[src/hdl/tft_panel_pkg.sv]
// Constants, register map and mode codes for the TFT panel pixel output stage.
//
// Operation
// - The stage drives one 18-bit, one 24-bit, one 36-bit two-pixel or two independent 18-bit panels.
// - Timing logic handles active sizes up to 1920 by 1440 and only flags anything larger.
// - Logic power, panel enable and backlight outputs move only on a software register write.
// - The backlight output switches the backlight; software raises it after the inverter supply is up.
// - Three PWM outputs are provided for board brightness control.
// - In dual mode the second panel takes its syncs on the analog sync pins, clock on GPIO 16, enable on GPIO 29.
// - Single 18-bit mode puts red, green, blue 5..0 on lines 23..18, 15..10, 7..2, other lines unused.
// - In 36-bit mode the first pixel's components sit on lines 23..18, 15..10 and 7..2.
// - In 36-bit mode the second pixel's bits 5..2 use lines 35..24 and its bits 1..0 lines 17..16, 9..8, 1..0.
// - In dual mode the first panel is mapped exactly as in single 18-bit mode.
// - In dual mode the second panel uses lines 35..24 for bits 5..2 and 17..16, 9..8, 1..0 for bits 1..0.
// - Lines 35..32 and 31..24 are shared general-purpose pins and are driven only when the mode selects them.
package tft_panel_pkg;

  localparam logic [1:0] MODE_18   = 2'h0;
  localparam logic [1:0] MODE_24   = 2'h1;
  localparam logic [1:0] MODE_36   = 2'h2;
  localparam logic [1:0] MODE_DUAL = 2'h3;

  localparam logic [4:0] CTRL_OFS   = 5'h00;
  localparam logic [4:0] STATUS_OFS = 5'h04;
  localparam logic [4:0] SIZE_OFS   = 5'h08;
  localparam logic [4:0] PWM0_OFS   = 5'h0C;

  localparam int CTRL_POWER_BIT  = 2;
  localparam int CTRL_ENABLE_BIT = 3;
  localparam int CTRL_LIGHT_BIT  = 4;
  localparam int STAT_HOVER_BIT  = 2;
  localparam int STAT_VOVER_BIT  = 3;
  localparam int STAT_PEND_BIT   = 4;
  localparam int SIZE_V_LSB      = 16;
  localparam int PWM_EN_BIT      = 8;

  localparam logic [31:0] CTRL_RESET = 32'h0000_0000;
  localparam logic [31:0] PWM_RESET  = 32'h0000_0000;

  localparam int MAX_WIDTH    = 1920;
  localparam int MAX_HEIGHT   = 1440;
  localparam int PWM_CHANNELS = 3;
  localparam int PWM_PRESCALE = 16;

endpackage : tft_panel_pkg

[src/hdl/tft_panel_pixel_output.sv]
// Panel pixel output stage: mode mapping, pin sharing, panel controls, PWM and register slave.
//
// Added by the designer: the register offsets and the Avalon-MM interface to the registers.
`timescale 1ns/1ps
module tft_panel_pixel_output #(
  parameter int PWM_W = 8
) (
  // Clock and reset
  input  wire logic        core_clk,
  input  wire logic        nrst,
  // Avalon-MM slave
  input  wire logic [4:0]  address,
  input  wire logic        read,
  input  wire logic        write,
  input  wire logic [3:0]  byteenable,
  input  wire logic [31:0] writedata,
  output logic [31:0]      readdata,
  output logic             waitrequest,
  // Pixel clocks arriving from the panel clock generator, asynchronous
  input  wire logic        pix_clk0_in,
  input  wire logic        pix_clk1_in,
  // First pixel stream (8:8:8) with its timing
  input  wire logic [23:0] pix_a_rgb,
  input  wire logic        pix_a_hsync,
  input  wire logic        pix_a_vsync,
  input  wire logic        pix_a_de,
  // Second pixel stream (6:6:6) with its timing
  input  wire logic [17:0] pix_b_rgb,
  input  wire logic        pix_b_hsync,
  input  wire logic        pix_b_vsync,
  input  wire logic        pix_b_de,
  // Analog pipe syncs passed through outside dual mode
  input  wire logic        crt_hsync_in,
  input  wire logic        crt_vsync_in,
  // Dedicated panel pins
  output logic [23:0]      panel_data_line,
  output logic             panel_hsync_pin,
  output logic             panel_vsync_pin,
  output logic             panel_pixel_clock_pin,
  output logic             panel_data_enable_pin,
  // Shared general-purpose pins
  output logic [35:24]     panel_data_line_ext,
  output logic [35:24]     panel_data_line_ext_oe,
  output logic             gpio16_out,
  output logic             gpio16_oe,
  output logic             gpio29_out,
  output logic             gpio29_oe,
  // Analog sync pins
  output logic             analog_hsync_pin,
  output logic             analog_vsync_pin,
  // Panel power controls and brightness
  output logic             panel_logic_power_ctrl,
  output logic             panel_enable_ctrl,
  output logic             backlight_ctrl,
  output logic [2:0]       pwm_pin
);

  logic [31:0] ctrl_reg;
  logic [31:0] pwm_cfg_reg [tft_panel_pkg::PWM_CHANNELS];
  logic [1:0]  active_mode_reg;
  logic        hover_reg;
  logic        vover_reg;
  logic [11:0] hcount_reg;
  logic [11:0] vcount_reg;
  logic [11:0] width_reg;
  logic [11:0] height_reg;
  logic [35:0] data_reg;
  logic        ack_reg;
  logic [2:0]  clk0_sync_reg;
  logic [2:0]  clk1_sync_reg;
  logic        vsync_prev_reg;
  logic        de_prev_reg;
  logic        sync1_h_reg;
  logic        sync1_v_reg;
  logic        de1_reg;
  logic        hsync0_reg;
  logic        vsync0_reg;
  logic        de0_reg;
  logic [7:0]  prescale_reg;
  logic        pwm_tick;
  logic        edge0;
  logic        edge1;
  logic        frame_edge;
  logic        line_end;
  logic [1:0]  eff_mode;
  logic        dual;
  logic        wide;
  logic        bus_take;
  logic        wr_take;
  logic [31:0] wmask;

  // Pixel clocks cross in through three flops; the second and third stages feed the edge detect.
  always_ff @(posedge core_clk or negedge nrst) begin
    if (!nrst) begin
      clk0_sync_reg <= 3'h0;
      clk1_sync_reg <= 3'h0;
    end else begin
      clk0_sync_reg <= {clk0_sync_reg[1:0], pix_clk0_in};
      clk1_sync_reg <= {clk1_sync_reg[1:0], pix_clk1_in};
    end
  end

  assign edge0      = clk0_sync_reg[1] && !clk0_sync_reg[2];
  assign edge1      = clk1_sync_reg[1] && !clk1_sync_reg[2];
  assign frame_edge = edge0 && pix_a_vsync && !vsync_prev_reg;
  assign line_end   = edge0 && de_prev_reg && !pix_a_de;
  assign eff_mode   = frame_edge ? ctrl_reg[1:0] : active_mode_reg;
  assign dual       = (active_mode_reg == tft_panel_pkg::MODE_DUAL);
  assign wide       = dual || (active_mode_reg == tft_panel_pkg::MODE_36);

  // Avalon slave: every access waits exactly one cycle.
  assign waitrequest = (read || write) && !ack_reg;
  assign bus_take    = (read || write) && ack_reg;
  assign wr_take     = write && ack_reg;

  always_comb begin
    for (int i = 0; i < 4; i++) begin
      wmask[i*8 +: 8] = byteenable[i] ? 8'hFF : 8'h00;
    end
  end

  always_ff @(posedge core_clk or negedge nrst) begin
    if (!nrst) begin
      ack_reg <= 1'b0;
    end else begin
      ack_reg <= (read || write) && !ack_reg;
    end
  end

  always_ff @(posedge core_clk or negedge nrst) begin
    if (!nrst) begin
      ctrl_reg <= tft_panel_pkg::CTRL_RESET;
    end else if (wr_take && address == tft_panel_pkg::CTRL_OFS) begin
      ctrl_reg <= (ctrl_reg & ~wmask) | (writedata & wmask);
    end
  end

  // The control pins are plain register bits: nothing in hardware sequences them.
  assign panel_logic_power_ctrl = ctrl_reg[tft_panel_pkg::CTRL_POWER_BIT];
  assign panel_enable_ctrl      = ctrl_reg[tft_panel_pkg::CTRL_ENABLE_BIT];
  assign backlight_ctrl         = ctrl_reg[tft_panel_pkg::CTRL_LIGHT_BIT];

  // Committing only at the leading vsync edge avoids a frame split between two pin maps.
  always_ff @(posedge core_clk or negedge nrst) begin
    if (!nrst) begin
      active_mode_reg <= tft_panel_pkg::MODE_18;
    end else if (frame_edge) begin
      active_mode_reg <= ctrl_reg[1:0];
    end
  end

  always_ff @(posedge core_clk or negedge nrst) begin
    if (!nrst) begin
      vsync_prev_reg <= 1'b0;
      de_prev_reg    <= 1'b0;
    end else if (edge0) begin
      vsync_prev_reg <= pix_a_vsync;
      de_prev_reg    <= pix_a_de;
    end
  end

  // Size measurement saturates at the counter width; anything beyond the limit is flagged.
  always_ff @(posedge core_clk or negedge nrst) begin
    if (!nrst) begin
      hcount_reg <= 12'h000;
      vcount_reg <= 12'h000;
      width_reg  <= 12'h000;
      height_reg <= 12'h000;
    end else begin
      if (edge0 && pix_a_de && hcount_reg != 12'hFFF) begin
        hcount_reg <= hcount_reg + 12'h001;
      end else if (line_end) begin
        hcount_reg <= 12'h000;
      end
      if (line_end) begin
        width_reg <= hcount_reg;
      end
      if (frame_edge) begin
        height_reg <= vcount_reg;
        vcount_reg <= 12'h000;
      end else if (line_end && vcount_reg != 12'hFFF) begin
        vcount_reg <= vcount_reg + 12'h001;
      end
    end
  end

  // Oversize flags are sticky and cleared by writing one; a new event wins over the clear.
  always_ff @(posedge core_clk or negedge nrst) begin
    if (!nrst) begin
      hover_reg <= 1'b0;
      vover_reg <= 1'b0;
    end else begin
      if (line_end && hcount_reg > 12'(tft_panel_pkg::MAX_WIDTH)) begin
        hover_reg <= 1'b1;
      end else if (wr_take && address == tft_panel_pkg::STATUS_OFS && byteenable[0]
                   && writedata[tft_panel_pkg::STAT_HOVER_BIT]) begin
        hover_reg <= 1'b0;
      end
      if (frame_edge && vcount_reg > 12'(tft_panel_pkg::MAX_HEIGHT)) begin
        vover_reg <= 1'b1;
      end else if (wr_take && address == tft_panel_pkg::STATUS_OFS && byteenable[0]
                   && writedata[tft_panel_pkg::STAT_VOVER_BIT]) begin
        vover_reg <= 1'b0;
      end
    end
  end

  always_ff @(posedge core_clk or negedge nrst) begin
    if (!nrst) begin
      for (int i = 0; i < tft_panel_pkg::PWM_CHANNELS; i++) begin
        pwm_cfg_reg[i] <= tft_panel_pkg::PWM_RESET;
      end
    end else if (wr_take) begin
      for (int i = 0; i < tft_panel_pkg::PWM_CHANNELS; i++) begin
        if (address == tft_panel_pkg::PWM0_OFS + 5'(4 * i)) begin
          pwm_cfg_reg[i] <= (pwm_cfg_reg[i] & ~wmask) | (writedata & wmask);
        end
      end
    end
  end

  // Unmapped addresses read as zero and ignore writes.
  // Loaded in the wait cycle so the word already stands when the master sees waitrequest low.
  always_ff @(posedge core_clk or negedge nrst) begin
    if (!nrst) begin
      readdata <= 32'h0000_0000;
    end else if (read && !ack_reg) begin
      readdata <= 32'h0000_0000;
      case (address)
        tft_panel_pkg::CTRL_OFS:   readdata <= ctrl_reg;
        tft_panel_pkg::STATUS_OFS: readdata <= {27'h0, ctrl_reg[1:0] != active_mode_reg,
                                               vover_reg, hover_reg, active_mode_reg};
        tft_panel_pkg::SIZE_OFS:   readdata <= {4'h0, height_reg, 4'h0, width_reg};
        default: begin
          for (int i = 0; i < tft_panel_pkg::PWM_CHANNELS; i++) begin
            if (address == tft_panel_pkg::PWM0_OFS + 5'(4 * i)) begin
              readdata <= pwm_cfg_reg[i];
            end
          end
        end
      endcase
    end
  end

  // Pixel data register. Unused lines are forced low by every mode change and every pixel.
  always_ff @(posedge core_clk or negedge nrst) begin
    if (!nrst) begin
      data_reg <= 36'h0_0000_0000;
    end else if (edge0) begin
      case (eff_mode)
        tft_panel_pkg::MODE_24: begin
          data_reg <= {12'h000, pix_a_rgb};
        end
        tft_panel_pkg::MODE_36: begin
          data_reg <= {pix_b_rgb[17:14], pix_b_rgb[11:8], pix_b_rgb[5:2],
                       pix_a_rgb[23:18], pix_b_rgb[13:12],
                       pix_a_rgb[15:10], pix_b_rgb[7:6],
                       pix_a_rgb[7:2], pix_b_rgb[1:0]};
        end
        tft_panel_pkg::MODE_DUAL: begin
          data_reg[23:18] <= pix_a_rgb[23:18];
          data_reg[15:10] <= pix_a_rgb[15:10];
          data_reg[7:2]   <= pix_a_rgb[7:2];
          if (!dual) begin
            data_reg[35:24] <= 12'h000;
            data_reg[17:16] <= 2'h0;
            data_reg[9:8]   <= 2'h0;
            data_reg[1:0]   <= 2'h0;
          end
        end
        default: begin
          data_reg <= {12'h000, pix_a_rgb[23:18], 2'h0, pix_a_rgb[15:10], 2'h0,
                       pix_a_rgb[7:2], 2'h0};
        end
      endcase
    end else if (edge1 && dual) begin
      data_reg[35:24] <= {pix_b_rgb[17:14], pix_b_rgb[11:8], pix_b_rgb[5:2]};
      data_reg[17:16] <= pix_b_rgb[13:12];
      data_reg[9:8]   <= pix_b_rgb[7:6];
      data_reg[1:0]   <= pix_b_rgb[1:0];
    end
  end

  assign panel_data_line     = data_reg[23:0];
  assign panel_data_line_ext = data_reg[35:24];

  // Shared pins are released to their other functions unless a wide mode holds them.
  assign panel_data_line_ext_oe = wide ? 12'hFFF : 12'h000;

  // First panel timing on the dedicated pins in every mode.
  always_ff @(posedge core_clk or negedge nrst) begin
    if (!nrst) begin
      hsync0_reg <= 1'b0;
      vsync0_reg <= 1'b0;
      de0_reg    <= 1'b0;
    end else if (edge0) begin
      hsync0_reg <= pix_a_hsync;
      vsync0_reg <= pix_a_vsync;
      de0_reg    <= pix_a_de;
    end
  end

  assign panel_hsync_pin       = hsync0_reg;
  assign panel_vsync_pin       = vsync0_reg;
  assign panel_data_enable_pin = de0_reg;
  assign panel_pixel_clock_pin = clk0_sync_reg[2];

  // Second panel timing, captured on its own pixel clock.
  always_ff @(posedge core_clk or negedge nrst) begin
    if (!nrst) begin
      sync1_h_reg <= 1'b0;
      sync1_v_reg <= 1'b0;
      de1_reg     <= 1'b0;
    end else if (edge1) begin
      sync1_h_reg <= pix_b_hsync;
      sync1_v_reg <= pix_b_vsync;
      de1_reg     <= pix_b_de;
    end
  end

  assign analog_hsync_pin = dual ? sync1_h_reg : crt_hsync_in;
  assign analog_vsync_pin = dual ? sync1_v_reg : crt_vsync_in;
  assign gpio16_out       = clk1_sync_reg[2];
  assign gpio16_oe        = dual;
  assign gpio29_out       = de1_reg;
  assign gpio29_oe        = dual;

  // Shared PWM tick from a divider keeps the design on one clock.
  always_ff @(posedge core_clk or negedge nrst) begin
    if (!nrst) begin
      prescale_reg <= 8'h00;
    end else if (pwm_tick) begin
      prescale_reg <= 8'h00;
    end else begin
      prescale_reg <= prescale_reg + 8'h01;
    end
  end

  assign pwm_tick = (prescale_reg == 8'(tft_panel_pkg::PWM_PRESCALE - 1));

  generate
    for (genvar g = 0; g < tft_panel_pkg::PWM_CHANNELS; g++) begin : g_pwm
      pwm_channel #(
        .CNT_W (PWM_W)
      ) u_pwm (
        .core_clk (core_clk),
        .nrst     (nrst),
        .tick     (pwm_tick),
        .enable   (pwm_cfg_reg[g][tft_panel_pkg::PWM_EN_BIT]),
        .duty     (pwm_cfg_reg[g][PWM_W-1:0]),
        .pwm_out  (pwm_pin[g])
      );
    end
  endgenerate
endmodule : tft_panel_pixel_output

[src/hdl/pwm_channel.sv]
// One brightness PWM channel advanced by a shared tick enable.
`timescale 1ns/1ps
module pwm_channel #(
  parameter int CNT_W = 8
) (
  // Clock and reset
  input  wire logic             core_clk,
  input  wire logic             nrst,
  // Control
  input  wire logic             tick,
  input  wire logic             enable,
  input  wire logic [CNT_W-1:0] duty,
  // Output
  output logic                  pwm_out
);

  logic [CNT_W-1:0] count_reg;

  always_ff @(posedge core_clk or negedge nrst) begin
    if (!nrst) begin
      count_reg <= '0;
    end else if (tick) begin
      count_reg <= count_reg + 1'b1;
    end
  end

  // Duty zero keeps the output low for the whole period.
  always_ff @(posedge core_clk or negedge nrst) begin
    if (!nrst) begin
      pwm_out <= 1'b0;
    end else begin
      pwm_out <= enable && (count_reg < duty);
    end
  end

endmodule : pwm_channel

[config.mk]
export PLATFORM = sky130hd
export DESIGN_NAME = tft_panel_pixel_output
export DESIGN_NICKNAME = d
export VERILOG_FILES = /design/src/hdl/tft_panel_pkg.sv /design/src/hdl/tft_panel_pixel_output.sv /design/src/hdl/pwm_channel.sv
export SDC_FILE = /design/constraint.sdc
export NUM_CORES = 1
export LEC_CHECK = 0
export ABC_AREA = 0
export BUFFER_PORTS_ARGS = -buffer_cell sky130_fd_sc_hd__buf_2
export CORE_UTILIZATION = 30
export CTS_CLUSTER_SIZE = 14
export DETAILED_ROUTE_END_ITERATION = 6
export GPL_TIMING_DRIVEN = 0
export MAX_ROUTING_LAYER = met4
export PLACE_DENSITY = 0.58
export SKIP_LAST_GASP = 1
export SLEW_MARGIN = 20
export SYNTH_ARGS = -nofsm -noshare
export SYNTH_HDL_FRONTEND = slang
export SYNTH_SLANG_ARGS = --single-unit
export TNS_END_PERCENT = 20
[constraint.sdc]
create_clock -name core_clk -period 6.95 [get_ports core_clk]
set_input_delay 0.695 -clock core_clk [delete_from_list [all_inputs] [get_ports core_clk]]
set_output_delay 0.695 -clock core_clk [all_outputs]
set_load 0.01 [all_outputs]
==> results of run 1 <==
==> kinds of logic after synthesis <==
logic type                 Yosys count
AOI/OAI and AO/OA                  230
adders and majority gates           32
and+or+nand+nor                    369
xor gates and xnor gates            30
muxes                              159
buffers and inverters              106
DFF                                296
==> Yosys cell counts (all sizes together), types with 9 or more instances <==
cell / instances
a21o: 15
a21oi: 18
a221oi: 12
a222oi: 18
a22o: 20
a2bb2oi: 14
a31oi: 14
and3: 16
buf: 46
clkbuf: 28
dfrtp: 296
ha: 32
inv: 32
mux2: 154
nand2: 204
nand3: 37
nand4: 11
nor2: 40
o21ai: 69
o31ai: 10
xnor2: 21
xor2: 9
==> metrics by stage <==
stage               power [uW]  setup slack, ns  setup TNS (ns)  utilization (%)  area, um2
floorplan                 2220             4.48               0                -      13900
global placement          2440           -0.452         -123.70             34.3      15600
detailed placement        2460             3.71               0             34.5      15700
CTS                       4380             3.69               0             37.1      16900
global route              4520             3.38               0             37.1      16900
finish                    4330             3.73               0             37.1      16900
==> path summary, 6_finish.rpt <==
check	end	cells after the start
setup / recovery	data_reg[34]	11
hold / removal	readdata[25]	1
setup reg to reg	data_reg[34]	11
hold reg to reg	clk0_sync_reg[1]	0
max in group asynchronous	clk0_sync_reg[2]	3
min in group core_clk	clk0_sync_reg[0]	1
==> report_power, final <==
part	internal, uW	switching, uW
combinational	210	280
sequential	1850	87.4
clock	1140	754
==> layout make-up <==
| cell class | count | share of cell area, % |
|---|---|---|
| buffer | 74 | 2.34 |
| clock inverter | 12 | 1.06 |
| timing repair buffer | 193 | 6.18 |
| tap | 600 | 4.44 |
| antenna | 3 | 0.0444 |
| multi-input combinational | 820 | 35.3 |
| clock buffer | 49 | 6.03 |
| inverter | 32 | 0.711 |
| sequential | 296 | 43.9 |
==> per-layer routing <==
metal	track usage, %	share of wire (%)
met1	22.8	46
met2	26.6	45
met3	3.63	6.7
met4	3.97	1.7
met5	-	0
==> reports/results.ini, run 1 <==
[route]
wl_um=38700
first_pass_iters=5
drt_iter0_markers=624
via_per_inst=4.98
wl_per_cell_um=18.6
drcViolationCount=0
via_count=10400
drtAntennaViolNets=0

[setup_path]
path_class=reg2reg
crit_buf_inv=4
required_ns=7.35
cp_slowest_stage_delay_ns=0.47
crit_path_cell_trace=nand2b_1 -> buf_2 -> nor3b_2 -> buf_2 -> mux2i_1 -> inv_1 -> ha_1 -> nand3_1 -> mux2i_1 -> clkbuf_1 -> o21ai_1
critPathTopFamily=buffers and inverters
worstSetupStartpointType=register
regToRegSetupSlack_ns=3.73
r2r_start=clk0_sync_reg[2]
end_kind=register
critPathSlowestCell=mux2i_1
cp-startpoint=clk0_sync_reg[2]
cp_max_fo=10
cp_data_arrival_time_ns=3.62

[clock_network]
cts-resized-gates=0
clock_latency_ns=0.54
clk_pin_slew_ns=0.06
cts_root_buf=clkbuf_16
ctsLongestPathBuffers=3
numCtsBuffers=35
ctsHoldBuffers=0
htreeDepth=2
postCtsSetupBuffers=0
clock-sinks=296
tritoncts=done

[die]
num_io_pins=194
rows=78
core-area_um2=45500
start_util_pct=30.5
die_h_um=217
die_w_um=217
dieArea_um2=47200

[sta]
hold_viol=0
fin_crit_sh_pct=46.3
tightestPinTransition_ns=0.962
finalSetupViolCount=0
slew_headroom_pct=34.2
rsz0062_at_grt=false
post-route-min-period_ns=3.22
slew_viol_final=0
max_freq_mhz=311
timing.hold.ws_ns=0.0888
clock_skew_ns=0.0255

[layout]
drive_above_1_share_pct=32.1
layout.cells.non_filler=2079
final_common_cell=dfrtp_1
final_cell_mix=dfrtp_1, buf_2, nand2_1, mux2_2, o21ai_0
multi_input_area_um2=5970
seqCellArea_um2=7410
area_delta_synth_final_pct=21.6
n_fill_cell=4565
final_nets=1581

[grt]
track_usage_pct=17.1
grt_start_max_net_pins=91
grt_overflow=0
grt_pass1_wl_um=61500
grt_pass1_vias=10600
antenna_found_initial=3

[logic_synthesis]
synth-edff-count=0
synth.area.mux_share_pct=12.8
yosysWarnings=0
yosysSeqAreaShare_pct=53.3
yosysTopAreaCell=dfrtp_1
postSynthCellCount=1222
ys.flop_type=dfrtp_1
yosys.area.top_type_share_pct=53.3
synthTopCellsByArea=dfrtp_1, mux2_2, nand2_1
synth-compound-area-share_pct=11.7
synth_top_family_by_area=simple AND/OR/NAND/NOR gates
synthSimpleGateAreaFrac_pct=13.6
syn_nets=1351
syn_area_um2=13900
synth_xor_area_share_pct=1.89
async_flop_share_pct=100
ys_types=68
synth-adder-area-share_pct=2.88
synth.avg_cell_area_um2=11.4
synth-seq-cells=296

[min_path]
hp-class=in2async

[run]
drv_cap=0

[run_status]
outcome=completed

[pwr]
leakage_uw=0.00807
power_density_nw_per_um2=256
peakVddDrop_mv=0.150

[place]
port_buffers=190
dp_hpwl_um=28300
globalplace.congestion=0.852
dp.cells=2015

Note: power is estimated with default switching activity, not from simulation.
==> inputs of run 2 (changes only) <==
--- a/config.mk
+++ b/config.mk
@@ -5,14 +5,14 @@
 export SDC_FILE = /design/constraint.sdc
 export NUM_CORES = 1
 export LEC_CHECK = 0
-export ABC_AREA = 0
+export ABC_AREA = 1
 export BUFFER_PORTS_ARGS = -buffer_cell sky130_fd_sc_hd__buf_2
 export CORE_UTILIZATION = 30
 export CTS_CLUSTER_SIZE = 14
 export DETAILED_ROUTE_END_ITERATION = 6
 export GPL_TIMING_DRIVEN = 0
 export MAX_ROUTING_LAYER = met4
-export PLACE_DENSITY = 0.58
+export PLACE_DENSITY = 0.6
 export SKIP_LAST_GASP = 1
 export SLEW_MARGIN = 20
 export SYNTH_ARGS = -nofsm -noshare
==> constraint.sdc (replaced) <==
create_clock -name core_clk -period 2.7 [get_ports core_clk]
set_input_delay 0.27 -clock core_clk [delete_from_list [all_inputs] [get_ports core_clk]]
set_output_delay 0.27 -clock core_clk [all_outputs]
set_load 0.01 [all_outputs]
==> run 2 against run 1 <==
Against the previous run: combinational power increased to 3.0 times the previous value; via count grew 18%; non-clock buffer count increased by 56; wire length up 1.4%; critical path depth up 3; largest cell class unchanged.
==> reports/results.ini, run 2 <==
[setup_path]
path_class=reg2reg
end_kind=register
worstSetupStartpointType=register
cp_max_fo=14  ; +4
required_ns=3.14  ; -4.21 ns
cp_data_arrival_time_ns=2.79  ; -0.83 ns

[logic_synthesis]
postSynthCellCount=1714  ; +40%
synthTopCellsByCount=nand2_1, dfrtp_1, nor2_1, inv_1, o21ai_0
yosysSeqAreaShare_pct=52.4  ; -0.87 points
synth-seq-cells=296  ; unchanged
syn_nets=1843  ; +36%
yosysTopAreaCell=dfrtp_1
async_flop_share_pct=100  ; unchanged
synth.avg_cell_area_um2=8.24  ; -28%
yosys.area.top_type_share_pct=52.4  ; -0.87 points
syn_area_um2=14100  ; +1.7%
ys.flop_type=dfrtp_1
yosysWarnings=0  ; unchanged
synth-edff-count=0  ; unchanged
ys_types=32  ; -53%
synthTopCellsByArea=dfrtp_1, nand2_1, o21ai_0
synthMostInstantiatedCell=nand2_1

[route]
wl_per_cell_um=15.0  ; -20%
via_count=12200  ; +18%
first_pass_iters=5  ; unchanged
drcViolationCount=0  ; unchanged
drt_iter0_markers=927  ; +49%
wl_um=39300  ; +1.4%
drtAntennaViolNets=0  ; unchanged
via_per_inst=4.66  ; -6.6%

[place]
dp.cells=2516  ; +25%
port_buffers=192  ; +1.1%
dp_hpwl_um=28600  ; +0.91%
globalplace.congestion=0.879  ; +3.2%

[die]
num_io_pins=194  ; unchanged
dieArea_um2=47900  ; +1.6%
die_w_um=219  ; +0.82%
core-area_um2=46500  ; +2.2%
die_h_um=219  ; +0.82%
start_util_pct=30.4  ; -0.15 points
rows=79  ; +1.3%

[sta]
slew_headroom_pct=48.9  ; +15 points
finalSetupViolCount=0  ; unchanged
clock_skew_ns=0.0162  ; -0.00928 ns
tightestPinTransition_ns=0.767  ; -0.195 ns
rsz0062_at_grt=false
hold_viol=0  ; unchanged
slew_viol_final=0  ; unchanged
fin_crit_sh_pct=87.0  ; +41 points
post-route-min-period_ns=2.35  ; -0.869 ns
max_freq_mhz=425  ; +37%

[grt]
track_usage_pct=17.3  ; +0.13 points
grt_overflow=0  ; unchanged
grt_pass1_vias=12000  ; +13%
grt_pass1_wl_um=63800  ; +3.7%
grt_start_max_net_pins=100  ; +9.9%
antenna_found_initial=0  ; -3

[clock_network]
htreeDepth=2  ; unchanged
tritoncts=done
numCtsBuffers=37  ; +5.7%
ctsLongestPathBuffers=3  ; unchanged
cts_root_buf=clkbuf_16
clk_pin_slew_ns=0.06  ; about the same
clock_latency_ns=0.55  ; about the same
clock-sinks=296  ; unchanged

[layout]
antenna_cells=0  ; -3
area_delta_synth_final_pct=25.0
n_fill_cell=4750  ; +4.1%
fin_util_pct=38.0  ; +0.84 points
final_cell_mix=nand2_1, dfrtp_1, buf_2, nor2_1, inv_1
final_nets=2124  ; +34%
layout.cells.non_filler=2625  ; +26%
drive_above_1_share_pct=17.8  ; -14 points
final_common_cell=nand2_1

[run_status]
outcome=completed

[pwr]
leakage_uw=0.00870  ; +7.8%
peakVddDrop_mv=0.369  ; +150%
power_density_nw_per_um2=653  ; +160%

[min_path]
hp-class=in2reg

[run]
drv_cap=0  ; unchanged

-- run 2: worst max-delay path: stages, from the launching register on --
cell and delay [ns]:
dfrtp_1 0.37, inv_1 0.05, nand2_1 0.08, clkinvlp_4 0.16
nand3_4 0.20, o21ai_1 0.29, inv_1 0.12, ha_1 0.22
nand2_1 0.06, nand2_1 0.04, nand2_1 0.19, inv_1 0.12
buf_2 0.20, nand2_1 0.09, nand2_1 0.05
-- run 2: final cells by class --
cell class / instances / area [um2] / share of cell area, %
plain buffers: 80 / 465 / 2.64
flip-flops and latches: 296 / 7410 / 42.0
well taps: 607 / 759 / 4.30
clock inverters: 9 / 101 / 0.574
multi-input cells: 1188 / 5700 / 32.3
inverters: 149 / 564 / 3.20
clock buffers: 53 / 1120 / 6.33
repair buffers: 243 / 1530 / 8.69
-- run 2: worst paths after layout --
kind / to / cells after the start / slack (ns) / from
worst max-delay path: data_reg[26] / 14 / 0.35 / clk0_sync_reg[2]
worst min-delay path: register / 3 / 0.03 / writedata[20]
worst max register to register: data_reg[26] / 14 / 0.35 / clk0_sync_reg[2]
worst min register to register: clk1_sync_reg[1] / 0 / 0.35 / clk1_sync_reg[0]
max in group asynchronous: asynchronous set/reset pin / 4 / 1.25 / nrst
min in group asynchronous: data_reg[26] / 2 / 0.21 / nrst
-- run 2: layer usage --
layer	vias to the layer above	track usage [%]	wire (um)
li1	6036	-	-
met1	5792	22.8	18200
met2	326	26.9	18000
met3	69	3.19	2030
met4	0	5.16	992
met5	-	-	0
-- run 2: cell families after synthesis --
logic type,Yosys count,synth area share (%)
fa+ha+maj,32,2.84
simple gates,902,27.0
compound gates,223,8.49
xor+xnor,31,1.92
buf+inv,230,7.29
flops,296,52.4
-- run 2: through the flow --
step                      power [uW]  area (um2)  setup WS (ns)  hold slack [ns]  TNS (ns)
after floorplan                 5950       14100          0.525          -0.0256         0
after global placement          6580       15800          -4.29            0.332  -1262.26
after detailed placement        6640       15900         -0.253            0.210     -2.19
after CTS                      11700       17600         0.0493          0.00300         0
after global routing           12100       17600        0.00952           0.0208         0
final                          11500       17600          0.350           0.0274         0
-- run 2: repair_timing --
action                                  4_1_cts  5_1_grt
hold buffers                                 48        0
endpoints found under the setup margin       18       18
endpoints found under the hold margin        96        0
resized for setup                             4        2
buffers inserted                              0        0
-- run 2: where the power goes --
| part | total (uW) | switching [uW] | internal, uW |
|---|---|---|---|
| clock network | 4920 | 1950 | 2970 |
| logic | 1490 | 904 | 582 |
| registers | 5120 | 270 | 4850 |
